**config.mk**
```make
export PLATFORM = sky130hd
export DESIGN_NAME = ma_overhead_framer
export DESIGN_NICKNAME = d
export VERILOG_FILES = /design/src/ma_overhead_pkg.sv /design/src/link_skid_buffer.sv /design/src/ma_overhead_framer.sv
export SDC_FILE = /design/constraint.sdc
export NUM_CORES = 1
export LEC_CHECK = 0
export ABC_CLOCK_PERIOD_IN_PS = 1900
export BUFFER_PORTS_ARGS = -buffer_cell sky130_fd_sc_hd__buf_2
export CAP_MARGIN = 5
export CORE_ASPECT_RATIO = 1.25
export CORE_MARGIN = 2
export CORE_UTILIZATION = 54
export DETAILED_ROUTE_END_ITERATION = 7
export PLACE_DENSITY = 0.88
export SLEW_MARGIN = 5
export SYNTH_ARGS = -nofsm -noshare
export SYNTH_HDL_FRONTEND = slang
export SYNTH_HIERARCHICAL = 1
export SYNTH_SLANG_ARGS = --single-unit
```
**constraint.sdc**
```tcl
create_clock -name mclk_i -period 1.9 [get_ports mclk_i]
set_input_delay 0.19 -clock mclk_i [delete_from_list [all_inputs] [get_ports mclk_i]]
set_output_delay 0.19 -clock mclk_i [all_outputs]
set_load 0.01 [all_outputs]
```
**src/ma_overhead_pkg.sv**
```systemverilog
// Package: register map, field positions and codes for the overhead byte block
package ma_overhead_pkg;
  localparam logic [7:0] ADDR_RX_OPERATOR = 8'h1A;
  localparam logic [7:0] ADDR_RX_GENERAL  = 8'h1B;
  localparam logic [7:0] ADDR_TX_GENERAL  = 8'h35;
  localparam logic [7:0] ADDR_TX_OPERATOR = 8'h37;
  localparam logic [7:0] ADDR_CONTROL     = 8'h38;
  localparam logic [7:0] ADDR_STATUS      = 8'h39;
  localparam logic [7:0] ADDR_RX_MAINT    = 8'h3A;
  localparam int BIT_RRF    = 7;
  localparam int BIT_RBE    = 6;
  localparam int PT_MSB     = 5;
  localparam int PT_LSB     = 3;
  localparam int BIT_TIMING = 0;
  localparam int CTL_LINK_OPERATOR = 0;
  localparam int CTL_LINK_GENERAL  = 1;
  localparam int CTL_TIMING        = 2;
  localparam int CTL_PT_LSB        = 3;
  localparam logic [7:0] RESET_TX_OPERATOR = 8'h00;
  localparam logic [7:0] RESET_TX_GENERAL  = 8'h00;
  localparam logic [7:0] RESET_CONTROL     = 8'h0C;
  localparam logic [2:0] PT_UNEQUIPPED = 3'h0;
  localparam logic [2:0] PT_EQUIPPED   = 3'h1;
  localparam logic [2:0] PT_ATM        = 3'h2;
  localparam logic [2:0] PT_TU12       = 3'h3;
endpackage : ma_overhead_pkg

```
**src/link_skid_buffer.sv**
```systemverilog
// Two-entry valid/ready buffer for link message octets
`timescale 1ns/1ps
module link_skid_buffer #(
  parameter int WIDTH = 8,
  parameter int DEPTH = 2
) (
  input  wire logic             mclk_i,
  input  wire logic             rst_n_i,
  input  wire logic [WIDTH-1:0] in_data_i,
  input  wire logic             in_valid_i,
  output logic                  in_ready_o,
  output logic [WIDTH-1:0]      out_data_o,
  output logic                  out_valid_o,
  input  wire logic             out_ready_i
);
  logic [WIDTH-1:0] mem [DEPTH];
  logic [$clog2(DEPTH):0] count;
  logic [$clog2(DEPTH)-1:0] wr_ptr;
  logic [$clog2(DEPTH)-1:0] rd_ptr;
  logic push;
  logic pop;

  assign in_ready_o  = (count != ($clog2(DEPTH)+1)'(DEPTH));
  assign out_valid_o = (count != '0);
  assign out_data_o  = mem[rd_ptr];
  assign push = in_valid_i && in_ready_o;
  assign pop  = out_valid_o && out_ready_i;

  always_ff @(posedge mclk_i) begin
    if (push) begin
      mem[wr_ptr] <= in_data_i;
    end
  end

  always_ff @(posedge mclk_i or negedge rst_n_i) begin
    if (!rst_n_i) begin
      count  <= '0;
      wr_ptr <= '0;
      rd_ptr <= '0;
    end else begin
      if (push) begin
        wr_ptr <= wr_ptr + 1'b1;
      end
      if (pop) begin
        rd_ptr <= rd_ptr + 1'b1;
      end
      if (push && !pop) begin
        count <= count + 1'b1;
      end else if (pop && !push) begin
        count <= count - 1'b1;
      end
    end
  end

  // An accepted octet must be visible on the far side next cycle
  push_seen_a: assert property (@(posedge mclk_i) disable iff (!rst_n_i)
    push |=> out_valid_o) else $error("pushed octet lost");
endmodule : link_skid_buffer

```
**src/ma_overhead_framer.sv**
```systemverilog
// Maintenance, operator and general-purpose overhead byte handling for E3 frames
// Overview of operation
// - Any local loss, out-of-frame or alarm condition sets remote failure flag bit 7.
// - Remote failure flag stays one in each frame while the fault persists.
// - Without receive fault the remote failure flag is sent as zero.
// - An error monitor mismatch sets remote block error flag bit 6.
// - A passing error monitor check sends the remote block error flag as zero.
// - Bits five to three carry the three-bit payload type code.
// - Bit 0 is zero when timing is reference-traceable, else one.
// - Operator or general byte may carry one link message octet per frame.
// - Unused operator byte is sent from the transmit operator register.
// - Each received operator byte is captured into the receive operator register.
// - Unused general byte is sent from the transmit general register.
// - Each received general byte is captured into the receive general register.
// - Local parity of a frame is compared with next frame's monitor byte.
`timescale 1ns/1ps
module ma_overhead_framer
  import ma_overhead_pkg::*;
#(
  parameter int BUF_DEPTH = 2
) (
  input  wire logic       mclk_i,
  input  wire logic       rst_n_i,
  input  wire logic [7:0] addr_i,
  input  wire logic [7:0] wdata_i,
  input  wire logic       wr_i,
  input  wire logic       rd_i,
  output logic [7:0]      rdata_o,
  input  wire logic       loss_of_signal_condition_i,
  input  wire logic       out_of_frame_condition_i,
  input  wire logic       alarm_indication_condition_i,
  input  wire logic       rx_frame_start_i,
  input  wire logic [7:0] rx_parity_i,
  input  wire logic       rx_monitor_valid_i,
  input  wire logic [7:0] rx_error_monitor_byte_i,
  input  wire logic       rx_overhead_valid_i,
  input  wire logic [7:0] rx_maintenance_byte_i,
  input  wire logic [7:0] rx_operator_byte_i,
  input  wire logic [7:0] rx_general_byte_i,
  input  wire logic       tx_overhead_req_i,
  output logic [7:0]      tx_maintenance_byte_o,
  output logic [7:0]      tx_operator_byte_o,
  output logic [7:0]      tx_general_byte_o,
  output logic            tx_overhead_valid_o,
  input  wire logic [7:0] link_tx_data_i,
  input  wire logic       link_tx_valid_i,
  output logic            link_tx_ready_o,
  output logic [7:0]      link_rx_data_o,
  output logic            link_rx_valid_o
);
  logic [7:0] tx_operator_byte_value;
  logic [7:0] tx_general_channel_value;
  logic [7:0] rx_operator_byte_capture;
  logic [7:0] rx_general_channel_capture;
  logic [7:0] rx_maint_capture;
  logic [7:0] control;
  logic [7:0] held_parity;
  logic       parity_held;
  logic       block_error;
  logic       remote_fault;
  logic [7:0] buf_data;
  logic       buf_valid;
  logic       buf_pop;
  logic       link_on;
  logic [7:0] next_maint;

  link_skid_buffer #(
    .WIDTH (8),
    .DEPTH (BUF_DEPTH)
  ) u_buf (
    .mclk_i      (mclk_i),
    .rst_n_i     (rst_n_i),
    .in_data_i   (link_tx_data_i),
    .in_valid_i  (link_tx_valid_i),
    .in_ready_o  (link_tx_ready_o),
    .out_data_o  (buf_data),
    .out_valid_o (buf_valid),
    .out_ready_i (buf_pop)
  );

  // Register writes
  always_ff @(posedge mclk_i or negedge rst_n_i) begin
    if (!rst_n_i) begin
      tx_operator_byte_value   <= RESET_TX_OPERATOR;
      tx_general_channel_value <= RESET_TX_GENERAL;
      control                  <= RESET_CONTROL;
    end else if (wr_i) begin
      case (addr_i)
        ADDR_TX_OPERATOR: tx_operator_byte_value <= wdata_i;
        ADDR_TX_GENERAL:  tx_general_channel_value <= wdata_i;
        ADDR_CONTROL:     control <= {2'h0, wdata_i[5:0]};
        default: ;
      endcase
    end
  end

  // Register reads, data one cycle after the strobe; unmapped reads zero
  always_ff @(posedge mclk_i or negedge rst_n_i) begin
    if (!rst_n_i) begin
      rdata_o <= 8'h00;
    end else if (rd_i) begin
      case (addr_i)
        ADDR_RX_OPERATOR: rdata_o <= rx_operator_byte_capture;
        ADDR_RX_GENERAL:  rdata_o <= rx_general_channel_capture;
        ADDR_TX_OPERATOR: rdata_o <= tx_operator_byte_value;
        ADDR_TX_GENERAL:  rdata_o <= tx_general_channel_value;
        ADDR_CONTROL:     rdata_o <= control;
        ADDR_STATUS:      rdata_o <= {6'h00, block_error, remote_fault};
        ADDR_RX_MAINT:    rdata_o <= rx_maint_capture;
        default:          rdata_o <= 8'h00;
      endcase
    end else begin
      rdata_o <= 8'h00;
    end
  end

  // Receive fault is a live level so the flag tracks it frame by frame
  assign remote_fault = loss_of_signal_condition_i || out_of_frame_condition_i
                        || alarm_indication_condition_i;

  // Parity of a frame waits for the monitor byte of the next frame
  always_ff @(posedge mclk_i or negedge rst_n_i) begin
    if (!rst_n_i) begin
      held_parity <= 8'h00;
      parity_held <= 1'b0;
      block_error <= 1'b0;
    end else begin
      if (rx_frame_start_i) begin
        held_parity <= rx_parity_i;
        parity_held <= 1'b1;
      end
      if (rx_monitor_valid_i && parity_held) begin
        block_error <= (rx_error_monitor_byte_i != held_parity);
      end
    end
  end

  // Captures of the received overhead bytes
  always_ff @(posedge mclk_i or negedge rst_n_i) begin
    if (!rst_n_i) begin
      rx_operator_byte_capture   <= 8'h00;
      rx_general_channel_capture <= 8'h00;
      rx_maint_capture           <= 8'h00;
    end else if (rx_overhead_valid_i) begin
      rx_operator_byte_capture   <= rx_operator_byte_i;
      rx_general_channel_capture <= rx_general_byte_i;
      rx_maint_capture           <= {rx_maintenance_byte_i[7:3], 2'h0, rx_maintenance_byte_i[0]};
    end
  end

  // Received link octet from whichever byte carries the channel
  always_ff @(posedge mclk_i or negedge rst_n_i) begin
    if (!rst_n_i) begin
      link_rx_valid_o <= 1'b0;
      link_rx_data_o  <= 8'h00;
    end else begin
      link_rx_valid_o <= rx_overhead_valid_i && link_on;
      if (rx_overhead_valid_i && link_on) begin
        link_rx_data_o <= control[CTL_LINK_OPERATOR] ? rx_operator_byte_i : rx_general_byte_i;
      end
    end
  end

  // Operator byte wins if both selects are set; only one channel exists
  assign link_on = control[CTL_LINK_OPERATOR] || control[CTL_LINK_GENERAL];
  assign buf_pop = tx_overhead_req_i && link_on;

  always_comb begin
    next_maint = 8'h00;
    next_maint[BIT_RRF] = remote_fault;
    next_maint[BIT_RBE] = block_error;
    next_maint[PT_MSB:PT_LSB] = control[CTL_PT_LSB +: 3];
    next_maint[BIT_TIMING] = control[CTL_TIMING];
  end

  // Transmit overhead bytes, built once per frame request
  always_ff @(posedge mclk_i or negedge rst_n_i) begin
    if (!rst_n_i) begin
      tx_maintenance_byte_o <= 8'h00;
      tx_operator_byte_o    <= 8'h00;
      tx_general_byte_o     <= 8'h00;
      tx_overhead_valid_o   <= 1'b0;
    end else begin
      tx_overhead_valid_o <= tx_overhead_req_i;
      if (tx_overhead_req_i) begin
        tx_maintenance_byte_o <= next_maint;
        // Empty buffer sends idle zero rather than stalling the frame
        if (control[CTL_LINK_OPERATOR]) begin
          tx_operator_byte_o <= buf_valid ? buf_data : 8'h00;
        end else begin
          tx_operator_byte_o <= tx_operator_byte_value;
        end
        if (control[CTL_LINK_GENERAL] && !control[CTL_LINK_OPERATOR]) begin
          tx_general_byte_o <= buf_valid ? buf_data : 8'h00;
        end else begin
          tx_general_byte_o <= tx_general_channel_value;
        end
      end
    end
  end

  rrf_follows_fault_a: assert property (@(posedge mclk_i) disable iff (!rst_n_i)
    tx_overhead_req_i && remote_fault |=> tx_maintenance_byte_o[BIT_RRF]) else $error("rrf not set");
  rrf_clears_a: assert property (@(posedge mclk_i) disable iff (!rst_n_i)
    tx_overhead_req_i && !remote_fault |=> !tx_maintenance_byte_o[BIT_RRF]) else $error("rrf not clear");
  rrf_holds_a: assert property (@(posedge mclk_i) disable iff (!rst_n_i)
    remote_fault && $past(remote_fault) && tx_overhead_valid_o |-> tx_maintenance_byte_o[7])
    else $error("rrf dropped");
  rbe_mismatch_a: assert property (@(posedge mclk_i) disable iff (!rst_n_i)
    rx_monitor_valid_i && parity_held && rx_error_monitor_byte_i != held_parity |=> block_error)
    else $error("rbe not set");
  rbe_sent_a: assert property (@(posedge mclk_i) disable iff (!rst_n_i)
    tx_overhead_req_i && block_error |=> tx_maintenance_byte_o[BIT_RBE]) else $error("rbe not sent");
  rbe_match_a: assert property (@(posedge mclk_i) disable iff (!rst_n_i)
    rx_monitor_valid_i && parity_held && rx_error_monitor_byte_i == held_parity |=> !block_error)
    else $error("rbe not cleared");
  maint_fields_a: assert property (@(posedge mclk_i) disable iff (!rst_n_i)
    tx_overhead_req_i |=> tx_maintenance_byte_o[5:3] == $past(control[5:3])) else $error("payload type");
  timing_bit_a: assert property (@(posedge mclk_i) disable iff (!rst_n_i)
    tx_overhead_req_i |=> tx_maintenance_byte_o[0] == $past(control[CTL_TIMING])) else $error("timing bit");
  dependent_zero_a: assert property (@(posedge mclk_i) disable iff (!rst_n_i)
    tx_overhead_valid_o |-> tx_maintenance_byte_o[2:1] == 2'h0) else $error("dependent bits");
  operator_tx_a: assert property (@(posedge mclk_i) disable iff (!rst_n_i)
    tx_overhead_req_i && !control[0] |=> tx_operator_byte_o == $past(tx_operator_byte_value))
    else $error("operator byte");
  general_tx_a: assert property (@(posedge mclk_i) disable iff (!rst_n_i)
    tx_overhead_req_i && !control[1] |=> tx_general_byte_o == $past(tx_general_channel_value))
    else $error("general byte");
  operator_rx_a: assert property (@(posedge mclk_i) disable iff (!rst_n_i)
    rx_overhead_valid_i |=> rx_operator_byte_capture == $past(rx_operator_byte_i))
    else $error("operator capture");
  operator_read_a: assert property (@(posedge mclk_i) disable iff (!rst_n_i)
    rd_i && addr_i == ADDR_RX_OPERATOR |=> rdata_o == $past(rx_operator_byte_capture))
    else $error("operator read");
  general_rx_a: assert property (@(posedge mclk_i) disable iff (!rst_n_i)
    rx_overhead_valid_i |=> rx_general_channel_capture == $past(rx_general_byte_i))
    else $error("general capture");
  link_octet_a: assert property (@(posedge mclk_i) disable iff (!rst_n_i)
    tx_overhead_req_i && control[0] && buf_valid |=> tx_operator_byte_o == $past(buf_data))
    else $error("link octet");

  fault_frame_c: cover property (@(posedge mclk_i) tx_overhead_valid_o && tx_maintenance_byte_o[7]);
  block_error_c: cover property (@(posedge mclk_i) tx_overhead_valid_o && tx_maintenance_byte_o[6]);
  link_full_c: cover property (@(posedge mclk_i) !link_tx_ready_o ##1 buf_pop);
endmodule : ma_overhead_framer

```
# After elaboration in Yosys (flattened, before gate mapping)
# Memories as Yosys holds them, arrays and structs flattened.
# Index checks and enable logic that the tools add are counted.
[totals]
reg_bits = 98
mem_bits_rw = 16
in_bits = 76
wordCells = 62
mem_count = 1
[op_classes]
addsub = 4
n_eq_ne = 9
muxes = 10
reduce_logical = 19
[mem_list]
columns = ["memory", "depth", "width", "read_ports", "rd_ports_with_merged_regs", "wr", "line_no", "source"]
rows = [
  ["u_buf.mem", 2, 8, 1, 0, 1, "link_skid_buffer.sv:16", "logic [WIDTH-1:0] mem [DEPTH];"],
]
[op_table]
columns = ["operator", "n"]
rows = [
  ["$pmux W8 S7", 1],
  ["$eq A8 B6 Y1 const B", 5],
  ["$mux W8", 5],
  ["$eq A8 B5 Y1 const B", 2],
  ["$logic_and A1 B1 Y1", 8],
  ["$ne A8 B8 Y1", 1],
  ["$reduce_and A2 Y1", 3],
  ["$mux W2", 2],
  ["$reduce_bool A2 Y1", 2],
  ["$logic_not A1 Y1", 3],
  ["$logic_or A1 B1 Y1", 3],
  ["$add A1 B1 Y1 const B", 2],
  ["$add A2 B1 Y2 const B", 1],
  ["$mux W1", 2],
  ["$ne A2 B2 Y1 const B", 1],
  ["$sub A2 B1 Y2 const B", 1],
]

# Longest topological paths before layout
[logic_depth]
word_depth = 6
depth_mapped = 8
mapped_depth_nobuf = 7

# By module
# The synthesis kept the hierarchy.
[modules_own_cells]
columns = ["module", "n_inst", "cells_per_inst", "area_per_inst_um2", "seq_area_each_um2"]
rows = [
  ["ma_overhead_framer", 1, 358, 4340.4, 2354.8],
  ["link_skid_buffer", 1, 43, 787.0, 580.6],
]

# Worst setup path before layout
# OpenSTA, ideal clock, no wires.
[synth_timing]
path_type = "register -> register"
start = "register control[0]"
end = "register u_buf.count[1]"
arrival_time_ns = 1.603
slack_ns = 0.218
stages_incl_launch_ff = 8
n_path_buf = 2
synth_period_minus_slack_ns = 1.682
path_cell_list = "dfrtp_1 > clkbuf_1 > clkbuf_1 > o21a_1 > nand2_4 > ha_1 > nor2_1 > xor2_1"
[synth_via]
elab_chain_len = 6
word_cells_on_any_way = 8
cone_classes = "1 x mux; 7 x reduce/logical"
[synth_lines]
columns = ["item", "line_no", "source"]
rows = [
  ["start: declaration", "ma_overhead_framer.sv:56", "logic [7:0] control;"],
  ["start signal: assignment", "ma_overhead_framer.sv:91", "ADDR_CONTROL: control <= {2'h0, wdata_i[5:0]};"],
  ["$logic_or A1 B1 Y1 *", "ma_overhead_framer.sv:165", "assign link_on = control[CTL_LINK_OPERATOR] || control[CTL_LINK_GENERAL];"],
  ["$logic_and A1 B1 Y1 *", "ma_overhead_framer.sv:166", "assign buf_pop = tx_overhead_req_i && link_on;"],
  ["net buf_pop", "ma_overhead_framer.sv:63", "logic buf_pop;"],
  ["$logic_and A1 B1 Y1 *", "link_skid_buffer.sv:27", "assign pop = out_valid_o && out_ready_i;"],
  ["$logic_not A1 Y1", "link_skid_buffer.sv:47", "if (push && !pop) begin"],
  ["$logic_and A1 B1 Y1", "link_skid_buffer.sv:47", ""],
  ["$mux W2 or $reduce_bool A2 Y1 (tied branches)", "--", ""],
  ["end signal: assignment", "link_skid_buffer.sv:48", "count <= count + 1'b1;"],
  ["end signal: assignment", "link_skid_buffer.sv:50", "count <= count - 1'b1;"],
  ["end: declaration", "link_skid_buffer.sv:17", "logic [$clog2(DEPTH):0] count;"],
]
# Mark *: on every way through the listed nets, which the timed path passes. The rest lies on a longest branch.
# A chain may end at the register's enable or synchronous reset.

# Worst setup path in the final report
[layout_timing]
start = "register control[1]"
end = "register tx_general_byte_o[3]"
[layout_via]
elab_chain_len = 2
[layout_lines]
columns = ["item", "line_no", "source"]
rows = [
  ["$logic_and A1 B1 Y1", "ma_overhead_framer.sv:193", "if (control[CTL_LINK_GENERAL] && !control[CTL_LINK_OPERATOR]) begin"],
  ["$mux W8", "ma_overhead_framer.sv:193", ""],
  ["end signal: assignment", "ma_overhead_framer.sv:194", "tx_general_byte_o <= buf_valid ? buf_data : 8'h00;"],
  ["end signal: assignment", "ma_overhead_framer.sv:196", "tx_general_byte_o <= tx_general_channel_value;"],
  ["end: declaration", "ma_overhead_framer.sv:43", "output logic [7:0] tx_general_byte_o,"],
]
# Every way passes these cells.

==> results.py <==
metrics = {
    "timing": {
        "setup_tns_ps": 0,
        "fin_skew_ps": 15.7,
        "slew_headroom": 0.581,
        "fmax_mhz": 645,
        "tightest_slew_ps": 627,
        "rsz0062_at_grt": "no",
        "final_max_slew_viol_count": 0,
        "hold_viol": 0,
        "finalCriticalPeriod_ps": 1550,
        "layout_worst_path_cycle_share": 0.816,
        "setup_viol": 0,
    },
    "clock_network": {
        "cts_buffers": 17,
        "cts_setup_buffers": 0,
        "cts_tree": "built",
        "clock_path_buffers": 2,
        "clock-root-buffer": "clkbuf_16",
        "clock_latency_ps": 410,
        "clkTransAtPathRegs_ps": 50,
        "cts-htree-levels": 4,
        "clock_sinks": 114,
    },
    "setup_path": {
        "critPathCaptureType": "flop",
        "path_class": "reg2reg",
        "cp-start-kind": "flop",
        "critPathMaxFanout": 8,
        "cp_data_arrival_time_ps": 1870,
        "r2r_cells": 3,
        "worst_ep_required_time_ps": 2220,
    },
    "logic_synthesis": {
        "ys_warn_count": 6,
        "synth_compound_area_frac": 0.0722,
        "postSynthAreaPerCell_um2": 12.8,
        "synth_seq_area_share": 0.572,
        "synth_cell_type_count": 57,
        "syn_area_um2": 5130,
        "synthAdderAreaFrac": 0.00244,
        "synth_xor_area_frac": 0.0222,
        "netlist_instances": 401,
        "synth_top_family_by_area": "multiplexers",
        "ys_seq_elements": 114,
        "synth-simple-area-share": 0.115,
        "synth.area.mux_share": 0.184,
    },
    "drt": {
        "vias": 3733,
        "wl_per_cell_um": 18.4,
        "ant_nets": 0,
        "drt-vias-per-instance": 5.63,
        "drt_pass1_iterations": 4,
        "totalWireLength_um": 12200,
        "drc_errors": 0,
        "drt_iter0_markers": 202,
    },
    "floorplan": {
        "ioPinCount": 119,
        "die_x_um": 91.2,
        "die-area_um2": 10300,
        "die_h_um": 113,
        "initial_utilization": 0.559,
        "coreArea_um2": 9170,
        "rows": 39,
    },
    "global_routing": {
        "global_route.usage.met3": 0.0739,
        "use_met1": 0.294,
        "grt_pass1_vias": 3960,
        "grt_max_degree": 44,
        "use_met2": 0.444,
        "grt_usage": 0.254,
        "antenna_found_initial": 3,
        "grt-ovfl-total": 0,
        "grt_pass1_wl_um": 19900,
        "grt.busiest_layer": "met2",
    },
    "worst_hold_path": {
        "hp-class": "in2reg",
        "worstHoldPathCells": 2,
    },
    "finish": {
        "area_growth_pct": 26.0,
        "drive_gt1_frac": 0.437,
        "final_nets": 603,
        "instances_no_fill": 663,
        "mostFrequentLayoutCells": "buf_2 (113), dfrtp_1 (96), mux2_2 (64)",
        "final_core_util": 0.704,
        "final_common_cell": "buf_2",
    },
    "placement": {
        "gp_congestion": 0.917,
        "hpwl_um": 8570,
        "dp_cells": 621,
        "port_buffers": 114,
    },
    "flow_run": {
        "max_cap_violations": 0,
    },
    "outcome": {
        "status": "complete, no violations",
    },
    "pwr": {
        "leakage_uw": 0.00293,
        "powerDensity_nw_per_um2": 1110,
        "ir_drop_mv": 0.997,
    },
}
worst max-delay path, stage by stage (launching register included):
cell and delay (ps):
dfrtp_1 480, nor2b_1 570, nand3_1 200, a31oi_1 220
Yosys cell counts (all sizes together):
cell | instances | share of area
dfrtp | 96 | 0.47
mux2 | 72 | 0.16
nand2 | 24 | 0.019
nand3 | 21 | 0.024
nor2 | 21 | 0.015
buf | 18 | 0.023
a31oi | 17 | 0.021
edfxtp | 16 | 0.094
nand2b | 11 | 0.015
o21ai | 11 | 0.011
clkbuf | 10 | 0.0076
mux2i | 10 | 0.020
xor2 | 10 | 0.017
a22o | 9 | 0.015
a21oi | 8 | 0.0078
and3 | 4 | 0.0061
a22oi | 3 | 0.0044
nor3b | 3 | 0.0063
xnor2 | 3 | 0.0051
a32oi | 2 | 0.0034
a41oi | 2 | 0.0034
and2 | 2 | 0.0027
and3b | 2 | 0.0034
dfstp | 2 | 0.010
inv | 2 | 0.0015
nand4 | 2 | 0.0024
nand4b | 2 | 0.0034
nor2b | 2 | 0.0024
nor3 | 2 | 0.0020
nor4 | 2 | 0.0024
or2 | 2 | 0.0029
a211oi | 1 | 0.0015
a32o | 1 | 0.0020
and2b | 1 | 0.0015
and4b | 1 | 0.0020
and4bb | 1 | 0.0024
conb | 1 | 0.00073
ha | 1 | 0.0024
nand3b | 1 | 0.0015
o21a | 1 | 0.0015
o31ai | 1 | 0.0015
worst paths after layout:
kind / start / endpoint / slack (ps)
max: control[1]$_DFFE_PN0P_ / tx_general_byte_o[3]$_DFFE_PN0P_ / 350
min: rx_parity_i[0] / held_parity[0]$_DFFE_PN0P_ / 10
max reg2reg: control[1]$_DFFE_PN0P_ / tx_general_byte_o[3]$_DFFE_PN0P_ / 350
min reg2reg: link_rx_data_o[5]$_DFFE_PN0P_ / link_rx_data_o[5]$_DFFE_PN0P_ / 470
max in group asynchronous: rst_n_i / link_rx_data_o[3]$_DFFE_PN0P_ / 940
min in group asynchronous: rst_n_i / tx_general_byte_o[0]$_DFFE_PN0P_ / 270
flip-flops by register name, indices dropped and copies added, names as in the netlist, 2 cells and up:
name and count:
u_buf/mem 16, rdata_o 8, held_parity 8, tx_operator_byte_value 8
rx_general_channel_capture 8, tx_operator_byte_o 8, tx_general_byte_o 8, control 6
u_buf/count 2, link_rx_data_o 8, tx_maintenance_byte_o 6, tx_general_channel_value 8
rx_maint_capture 6, rx_operator_byte_capture 8
per-stage QoR:
stage / setup WS (ps) / cell area, um2 / hold WS [ps] / total power (uW)
CTS: 342 / 6460 / 5.18 / 7220
global placement: 272 / 5790 / 146 / 4050
floorplan: 218 / 5130 / -106 / 3700
detailed placement: 263 / 5790 / 149 / 4120
global route: 251 / 6460 / 5.34 / 7480
finish: 350 / 6460 / 11.5 / 7200
final cells by class:
| class | count | area, um2 |
|---|---|---|
| antenna | 2 | 5.00 |
| clock buffer | 26 | 500 |
| clock inverter | 5 | 75.1 |
| fill | 643 | 2710 |
| inverter | 2 | 7.51 |
| multi-input combinational | 258 | 2030 |
| sequential | 114 | 2940 |
| tap | 123 | 154 |
| timing repair buffer | 133 | 751 |
repair_timing:
item / CTS / global route
hold buffers: 9 / 0
resized for setup: 0 / 0
hold endpoints to repair: 44 / 0
where the power goes:
group / total [uW] / switching, uW / internal, uW
clock: 3090 / 1020 / 2060
sequential: 3020 / 213 / 2810
combinational: 1090 / 568 / 522
cells by family after synthesis:
kind of cell / after synthesis
mux: 82
buf+inv: 30
simple gates: 104
fa+ha+maj: 1
flops: 114
compound gates: 56
xor+xnor: 13
other cells: 1
layer usage:
metal	up-vias	routed length [um]
met5	-	14
met2	158	6470
met1	1839	4650
li1	1702	-
met4	2	327
met3	32	760
(Power assumes the default switching activity.)
